File: src/rtl/rsdo_pkg.sv
/*
  Constants, field layout and types shared by the reset and shared
  digital output block.
  Assumes the serial interface logic presents mode register writes as a
  one-cycle strobe with data, on the same clock as this block.
*/
// Functional notes
// RULE1 - While the hardware reset pin is low, the control, interface, filter and modulator logic and all registers return to their power-on state.
// RULE2 - The hardware reset leaves the clock oscillator running while everything else is reset.
// RULE3 - Shared pin a is an analog input or digital output one, chosen by the digital output enable bit.
// RULE4 - Shared pin b is an analog input or digital output zero, chosen by the same enable bit.
// RULE5 - With outputs enabled, shared pin a is driven to output bit one of the mode register, set by host writes.
// RULE6 - With outputs enabled, shared pin b is driven to output bit zero of the mode register, set by host writes.
// RULE7 - After reset the enable bit is clear, so both shared pins are analog inputs and undriven.

`default_nettype none

package rsdo_pkg;

  // ----------------------------------------------------------------
  // Mode register field layout
  // ----------------------------------------------------------------
  localparam int unsigned MODE_W           = 3;
  localparam int unsigned MODE_BIT_ZERO    = 0;  // Output bit zero
  localparam int unsigned MODE_BIT_ONE     = 1;  // Output bit one
  localparam int unsigned MODE_BIT_DEN     = 2;  // Digital output enable

  // ----------------------------------------------------------------
  // Reset values
  // ----------------------------------------------------------------
  localparam logic [MODE_W-1:0] MODE_RESET = 3'h0;
  localparam logic              PIN_RESET  = 1'h0;
  localparam logic              OE_N_OFF   = 1'h1;
  localparam logic              OSC_ON     = 1'h1;

  // ----------------------------------------------------------------
  // Types
  // ----------------------------------------------------------------
  typedef logic [MODE_W-1:0] rsdo_mode_t;

  typedef enum logic [1:0] {
    RSDO_ST_POWERUP,
    RSDO_ST_HELD,
    RSDO_ST_RUN
  } rsdo_state_t;

endpackage : rsdo_pkg

`default_nettype wire

File: src/rtl/rsdo_sync.sv
/*
  Two-stage synchroniser for a level arriving from a pin.
  Assumes one clock; the asynchronous reset sets both stages to the
  given constant level.
*/
`timescale 1ns/1ps
`default_nettype none

module rsdo_sync #(
  parameter logic RESET_LEVEL = 1'h0
) (
  input  wire logic sys_clk,
  input  wire logic rst_n,
  input  wire logic async_in,
  output logic      sync_out
);
  import rsdo_pkg::*;

  logic stage1_q;
  logic stage2_q;

  // ----------------------------------------------------------------
  // Synchroniser stages
  // ----------------------------------------------------------------
  // First stage feeds only the second stage
  always_ff @(posedge sys_clk or negedge rst_n) begin
    if (!rst_n) begin
      stage1_q <= RESET_LEVEL;
      stage2_q <= RESET_LEVEL;
    end else begin
      stage1_q <= async_in;
      stage2_q <= stage1_q;
    end
  end

  assign sync_out = stage2_q;

endmodule : rsdo_sync

`default_nettype wire

File: src/rtl/rsdo_top.sv
/*
  Hardware reset handling and the two shared analog/digital output pins.
  Assumes the hardware reset pin is asynchronous to sys_clk, the master
  clock is not gated by this block, and mode writes come from serial
  interface logic on sys_clk.
*/
`timescale 1ns/1ps
`default_nettype none

module rsdo_top (
  input  wire logic               sys_clk,
  input  wire logic               rst_n,
  input  wire logic               hw_reset_pin_n,
  input  wire logic               mode_wr_en,
  input  wire rsdo_pkg::rsdo_mode_t mode_wr_data,
  output logic                    core_reset_n,
  output logic                    osc_run,
  output rsdo_pkg::rsdo_mode_t    mode_rd_data,
  output logic                    shared_pin_a_o,
  output logic                    shared_pin_a_oe_n,
  output logic                    shared_pin_a_analog,
  output logic                    shared_pin_b_o,
  output logic                    shared_pin_b_oe_n,
  output logic                    shared_pin_b_analog
);
  import rsdo_pkg::*;

  // ----------------------------------------------------------------
  // Declarations
  // ----------------------------------------------------------------
  logic        hw_rst_run;     // Synchronised pin, high when not in reset
  rsdo_state_t state_q;
  rsdo_state_t state_d;
  logic        core_reset_n_q;
  logic        core_reset_n_d;
  logic        osc_run_q;
  logic        osc_run_d;
  rsdo_mode_t  mode_q;
  rsdo_mode_t  mode_d;
  logic        pin_a_o_q;
  logic        pin_a_o_d;
  logic        pin_a_oe_n_q;
  logic        pin_a_oe_n_d;
  logic        pin_b_o_q;
  logic        pin_b_o_d;
  logic        pin_b_oe_n_q;
  logic        pin_b_oe_n_d;

  // ----------------------------------------------------------------
  // Reset pin synchroniser
  // ----------------------------------------------------------------
  // Pin starts out as asserted until two clean samples say otherwise
  rsdo_sync #(
    .RESET_LEVEL (1'h0)
  ) u_reset_sync (
    .sys_clk  (sys_clk),
    .rst_n    (rst_n),
    .async_in (hw_reset_pin_n),
    .sync_out (hw_rst_run)
  );

  // ----------------------------------------------------------------
  // Reset sequencing
  // ----------------------------------------------------------------
  // Tracks power-up, held-in-reset and running phases
  always_comb begin
    state_d        = state_q;
    core_reset_n_d = 1'h0;
    case (state_q)
      RSDO_ST_POWERUP: begin
        state_d = hw_rst_run ? RSDO_ST_RUN : RSDO_ST_HELD;
      end
      RSDO_ST_HELD: begin
        if (hw_rst_run) begin
          state_d = RSDO_ST_RUN;
        end
      end
      RSDO_ST_RUN: begin
        if (!hw_rst_run) begin
          state_d = RSDO_ST_HELD;  // RULE1
        end
      end
      default: begin
        state_d = RSDO_ST_POWERUP;
      end
    endcase
    // Rest of the device runs only once the sequencer is in the run phase
    core_reset_n_d = (state_d == RSDO_ST_RUN);  // RULE1
  end

  // Registers the sequencing state
  always_ff @(posedge sys_clk or negedge rst_n) begin
    if (!rst_n) begin
      state_q        <= RSDO_ST_POWERUP;
      core_reset_n_q <= 1'h0;
    end else begin
      state_q        <= state_d;
      core_reset_n_q <= core_reset_n_d;
    end
  end

  // ----------------------------------------------------------------
  // Oscillator run control
  // ----------------------------------------------------------------
  // Only power-on reset touches it; the pin reset does not
  always_comb begin
    osc_run_d = OSC_ON;  // RULE2
  end

  // Registers the oscillator enable
  always_ff @(posedge sys_clk or negedge rst_n) begin
    if (!rst_n) begin
      osc_run_q <= OSC_ON;
    end else begin
      osc_run_q <= osc_run_d;
    end
  end

  // ----------------------------------------------------------------
  // Mode register and shared pin drivers
  // ----------------------------------------------------------------
  // Next mode value; reset wins over a write in the same cycle
  always_comb begin
    mode_d = mode_q;
    if (!hw_rst_run) begin
      mode_d = MODE_RESET;  // RULE1 RULE7
    end else if (mode_wr_en) begin
      mode_d = mode_wr_data;  // RULE5 RULE6
    end
    // Pin a: digital output one when enabled, else analog input
    pin_a_oe_n_d = ~mode_d[MODE_BIT_DEN];  // RULE3
    pin_a_o_d    = mode_d[MODE_BIT_DEN] ? mode_d[MODE_BIT_ONE] : PIN_RESET;  // RULE5
    // Pin b: digital output zero when enabled, else analog input
    pin_b_oe_n_d = ~mode_d[MODE_BIT_DEN];  // RULE4
    pin_b_o_d    = mode_d[MODE_BIT_DEN] ? mode_d[MODE_BIT_ZERO] : PIN_RESET;  // RULE6
  end

  // Registers mode and pin state together so they never disagree
  always_ff @(posedge sys_clk or negedge rst_n) begin
    if (!rst_n) begin
      mode_q       <= MODE_RESET;  // RULE7
      pin_a_o_q    <= PIN_RESET;
      pin_a_oe_n_q <= OE_N_OFF;
      pin_b_o_q    <= PIN_RESET;
      pin_b_oe_n_q <= OE_N_OFF;
    end else begin
      mode_q       <= mode_d;
      pin_a_o_q    <= pin_a_o_d;
      pin_a_oe_n_q <= pin_a_oe_n_d;
      pin_b_o_q    <= pin_b_o_d;
      pin_b_oe_n_q <= pin_b_oe_n_d;
    end
  end

  // ----------------------------------------------------------------
  // Outputs
  // ----------------------------------------------------------------
  // All straight from flip-flops
  assign core_reset_n        = core_reset_n_q;
  assign osc_run             = osc_run_q;
  assign mode_rd_data        = mode_q;
  assign shared_pin_a_o      = pin_a_o_q;
  assign shared_pin_a_oe_n   = pin_a_oe_n_q;
  assign shared_pin_a_analog = pin_a_oe_n_q;
  assign shared_pin_b_o      = pin_b_o_q;
  assign shared_pin_b_oe_n   = pin_b_oe_n_q;
  assign shared_pin_b_analog = pin_b_oe_n_q;
endmodule : rsdo_top

`default_nettype wire

File: config.mk
export PLATFORM = sky130hd
export DESIGN_NAME = rsdo_top
export DESIGN_NICKNAME = d
export VERILOG_FILES = /design/src/rtl/rsdo_pkg.sv /design/src/rtl/rsdo_sync.sv /design/src/rtl/rsdo_top.sv
export SDC_FILE = /design/constraint.sdc
export NUM_CORES = 1
export LEC_CHECK = 0
export BUFFER_PORTS_ARGS = -buffer_cell sky130_fd_sc_hd__buf_4
export CELL_PAD_IN_SITES_DETAIL_PLACEMENT = 2
export CELL_PAD_IN_SITES_GLOBAL_PLACEMENT = 2
export CORE_MARGIN = 10
export CORE_UTILIZATION = 28
export CTS_CLUSTER_SIZE = 28
export DETAILED_ROUTE_END_ITERATION = 6
export PLACE_DENSITY_LB_ADDON = 0.1
export SETUP_SLACK_MARGIN = 0.15
export SLEW_MARGIN = 10
export SYNTH_ARGS = -nofsm -noshare
export SYNTH_HDL_FRONTEND = slang
export SYNTH_HIERARCHICAL = 1
export SYNTH_SLANG_ARGS = --single-unit
File: constraint.sdc
create_clock -name sys_clk -period 1.7 [get_ports sys_clk]
set_clock_uncertainty 0.2 [all_clocks]
set_input_delay 0.34 -clock sys_clk [delete_from_list [all_inputs] [get_ports sys_clk]]
set_output_delay 0.34 -clock sys_clk [all_outputs]
set_load 0.02 [all_outputs]
## Yosys cells after proc, flatten, opt, wreduce, memory -nomap -nowiden

Cells that the tools add are included.

- Bits in registers: 11
- Input port bits: 7
- Output and inout bits: 11
- Logic and storage cells: 21

- Eq/ne operators: 3
- Mux-type cells: 8
- Bitwise gates (word level): 1
- Reductions and logical operators: 1

Operators with widths:

| cell | count |
|---|---|
| $mux W2 | 3 |
| $mux W3 | 2 |
| $pmux W2 S3 | 1 |
| $eq A2 B2 Y1 const B | 2 |
| $eq A2 B1 Y1 const B | 1 |
| $logic_not A2 Y1 | 1 |
| $mux W1 | 2 |
| $not A1 Y1 | 1 |

## Depth between registers and ports, before layout

- Depth in word-level cells: 3
- Mapped depth: 3
- Depth with buffers taken out: 2

## Cells and area by module

The synthesis kept the hierarchy.

Modules (own cells, without submodules):

| module | instances | cells each | area each (um^2) | sequential area each (um^2) |
|---|---|---|---|---|
| rsdo_top | 1 | 32 | 379.1 | 226.5 |
| rsdo_sync | 1 | 2 | 50.0 | 50.0 |

## Least setup slack after synthesis

No wires, ideal clock.

- Kind: register to output
- Start: register, netlist name shared_pin_b_analog
- End: output port shared_pin_a_oe_n
- Arrival: 744 ps
- Required time: 1,160 ps
- Setup slack: 416 ps
- Cell stages (with the launch flop): 2
- Buffers on the path: 1
- Path through: dfstp_2 > buf_4

RTL lines:

| what | line | text |
|---|---|---|
| end: declaration | rsdo_top.sv:20 | `output logic shared_pin_a_oe_n,` |

## Final worst setup path

- Start: register pin_b_oe_n_q (netlist: shared_pin_b_analog)
- End: output port shared_pin_b_analog

RTL lines:

| what | line | text |
|---|---|---|
| start: declaration | rsdo_top.sv:46 | `logic pin_b_oe_n_q;` |
| start signal: assignment | rsdo_top.sv:151 | `pin_b_oe_n_q <= pin_b_oe_n_d;` |
| end: declaration | rsdo_top.sv:24 | `output logic shared_pin_b_analog` |

No word-level cell between the ends.

==> results.md <==
- Diodes inserted: 0
- Endpoint, Worst Hold: shared_pin_a_o$_DFF_PN0_
- Number of buffers inserted for hold repair after clock tree synthesis: 2
- Largest incremental delay on the critical path: 550 ps
- Worst R2R Start: mode_rd_data[2]$_DFF_PN0_
- Worst min-delay path startpoint: mode_wr_data[1]
- Synth cell types: 16
- Routed wire length: 993 µm
- Number of max-slew violations in the final report: 0
- WP data required: 1160 ps
- Critical Path Start Type: flop
- Final cycle utilization of the critical path: 87.8%
- Standard cell with the maximum stage delay on the critical path: sky130_fd_sc_hd__dfstp_2
- Switching power share of the total: 24.2%
- Initial standard-cell utilization of the core: 29.2%
- Sequential area share after synthesis: 64.4%
- Die extent in x: 59.2 µm
- Total number of placement rows: 14
- Vias per inst: 4.61
- WHS Path Cells: 3
- Power density normalized to cell area: 922 mW/mm²
- # port buffers: 16
- Latest clock arrival within the worst-skew pair: 260 ps
- Overall power: 0.000535 W
- First-pass GRT wire length: 1640 µm
- Tot GR Track Use: 6.09%
- Path type of the worst min-delay path: in -> reg
- CTS tree: done
- Synthesis-to-layout area growth: 35.3%
- Result of the run: completed
- Clock transition at the register clock pins on the worst setup and hold paths after CTS: 70 ps
- Cells resized by post-CTS repair: 0
- Total setup violations reported at the end of the flow: 0
- Critical Path Source: shared_pin_b_analog$_DFF_PN1_
- Reg2reg path depth: 2
- Total Die Area: 0.00350 mm²
- Crit path capture type: primary output
- Worst reg-to-reg setup slack: 550 ps
- Setup bufs post-CTS: 0
- Part of the total power dissipated in the clock network: 31.6%
- Share of total power in sequential cells: 53.9%
- Synth Area per Inst: 12.6 µm²
- Congestion Overflow GR: 0
- Fraction of layout instances using a drive strength above 1: 43.1%
- Root buffer selected by CTS: sky130_fd_sc_hd__clkbuf_4
- Final hold violation count: 0
- Share of power burned in combinational logic: 14.5%
- Number of violations reported at the end of detailed-routing iteration 0: 1
- Number of instances in the synthesized netlist: 34
- Setup TNS: 0 ps
- Met3 global-route usage: 3.65%
- Synth Warn #: 6
- Crit path buffers/inverters: 1
- Synth top area cells: sky130_fd_sc_hd__dfrtp_1 58%, sky130_fd_sc_hd__buf_4 7.0%, sky130_fd_sc_hd__dfstp_2 6.1%, sky130_fd_sc_hd__a21boi_0 5.2%, sky130_fd_sc_hd__nand2_1 4.4%
- Cell internal pwr: 0.000406 W
- Most utilized layer in the global route result: met2
- WP depth: 1
- Routed Antenna Nets: 0
- Seq cells post-synth: 11
- Critical Path, Cell by Cell: buf_4
- Synthesized netlist net count: 41
- Netlist Area Pre-Place: 429 µm²
- Achievable frequency: 0.670 GHz
- GR met2 Demand/Resource: 9.61%
- Max_cap viols: 0
- RSZ-0062 raised after global routing: false
- Worst setup path category: reg -> out
- Worst IR drop on VDD: 0.421 mV
- Largest net degree at the start of global routing: 12
- Number of buffers on the longest clock path: 2
- Total Nets Final: 59
- Placer's final routability congestion estimate: 0.670
- Die Height: 59.2 µm
- CTS H-tree lvls: 1
- Crit path max-delay family: flip-flops
- Largest driver fanout on the critical path: 4
- Most area-hungry cell type in the Yosys netlist: sky130_fd_sc_hd__dfrtp_1
- R2R Path End: mode_rd_data[2]$_DFF_PN0_
- Detail Placement HPWL: 791 µm
- TritonCTS Sinks: 11
- Total core area: 0.00147 mm²
- Number of global-route vias before repair: 347
- Post-layout minimum cycle time: 1490 ps
- Antenna violations before repair: 0
- CP Data Arrival Time: 950 ps
- Total number of vias: 309
- Number of buffers added by the clock tree synthesis step: 3
- Area fraction of the dominant cell type after synthesis: 58.3%
- Wirelength per Cell: 14.8 µm
- Static Leakage: 0.288 nW
- Net Sw Power: 0.000129 W
- # IOs: 18
- Count of unresolved DRC violations after routing: 0
- Drt first pass iters: 2
- Routing usage on met1: 5.89%
[cell families after synthesis]
group,count (synthesis),synth area share [%]
buffers and inverters,5,8.16
other,1,0.874
AOI/OAI and AO/OA,5,7.87
DFF,11,64.4
and+or+nand+nor,10,12.8
muxes,2,5.83
[layer usage]
| layer | share of wire (%) | wire length [µm] |
|---|---|---|
| met5 | 0 | 0 |
| met4 | 0.81 | 8 |
| met3 | 12 | 122 |
| met2 | 49 | 484 |
| met1 | 38 | 378 |
[cell usage after synthesis]
| master | number |
|---|---|
| sky130_fd_sc_hd__buf_2 | 1 |
| sky130_fd_sc_hd__nor2b_1 | 1 |
| sky130_fd_sc_hd__and2_4 | 1 |
| sky130_fd_sc_hd__conb_1 | 1 |
| sky130_fd_sc_hd__nand4_1 | 1 |
| sky130_fd_sc_hd__a21boi_0 | 3 |
| sky130_fd_sc_hd__mux2_4 | 1 |
| sky130_fd_sc_hd__mux2i_1 | 1 |
| sky130_fd_sc_hd__nand2_1 | 5 |
| sky130_fd_sc_hd__o22ai_1 | 1 |
| sky130_fd_sc_hd__nand2b_1 | 1 |
| sky130_fd_sc_hd__buf_4 | 4 |
| sky130_fd_sc_hd__nand4b_1 | 1 |
| sky130_fd_sc_hd__dfrtp_1 | 10 |
| sky130_fd_sc_hd__a21oi_1 | 1 |
| sky130_fd_sc_hd__dfstp_2 | 1 |
[cells in the final DEF, fill, tap and decap left out, drive strengths merged]
cell type    Yosys  routed
clkbuf           0       4
dfrtp           10      10
nand2b           1       1
a21oi            1       1
and2             1       1
nor2b            1       1
dfstp            1       1
mux2             1       1
conb             1       1
nand4b           1       1
buf              5      16
nand2            5       5
o22ai            1       1
mux2i            1       1
a21boi           3       3
dlygate4sd3      0       2
nand4            1       1
[tightest hold or removal path, cell delays in order]
cell,delay (ps)
sky130_fd_sc_hd__buf_4,90
sky130_fd_sc_hd__nand4_1,90
sky130_fd_sc_hd__nand2_1,60
[power by group through the flow]
stage | registers (W) | logic, W | clock network, W
after floorplan | 0.000300 | 0.0000333 | 0
after global placement | 0.000292 | 0.0000745 | 0
after detailed placement | 0.000294 | 0.0000763 | 0
after CTS | 0.000289 | 0.0000799 | 0.000177
after global routing | 0.000291 | 0.0000851 | 0.000196
final | 0.000288 | 0.0000779 | 0.000169
[state kept, by name, summed over array words and instances (netlist names)]
name / cells
core_reset_n: 1
mode_rd_data: 3
shared_pin_a_o: 1
shared_pin_b_analog: 1
shared_pin_b_o: 1
state_q: 2
u_reset_sync/stage1_q: 1
u_reset_sync/sync_out: 1
[layout make-up]
cell class	count	area [µm²]
fill	171	891
clock buffer	4	26.3
timing repair buffer	18	140
sequential	11	277
multi-input combinational	18	118
tap	16	20.0
[worst max path at each step]
stage | endpoint | slack, ps
after global placement | mode_rd_data[2]$_DFF_PN0_ | 460
final | shared_pin_b_analog | 210
after floorplan | shared_pin_a_oe_n | 420
after global routing | shared_pin_b_analog | 160
after detailed placement | mode_rd_data[2]$_DFF_PN0_ | 450
after CTS | shared_pin_b_analog | 200
[per-stage QoR]
step                      cells  hold slack, ps  instance area [µm²]  setup WS [ps]  utilization [%]
after floorplan              34            -156                  429            416                -
after CTS                    67             145                  581            195             39.5
after global placement       61           -23.0                  534            461             36.3
final                        67             148                  581            207             39.5
after global routing         67             158                  581            165             39.5
after detailed placement     61           -20.1                  534            447             36.3
(Power assumes the default switching activity.)
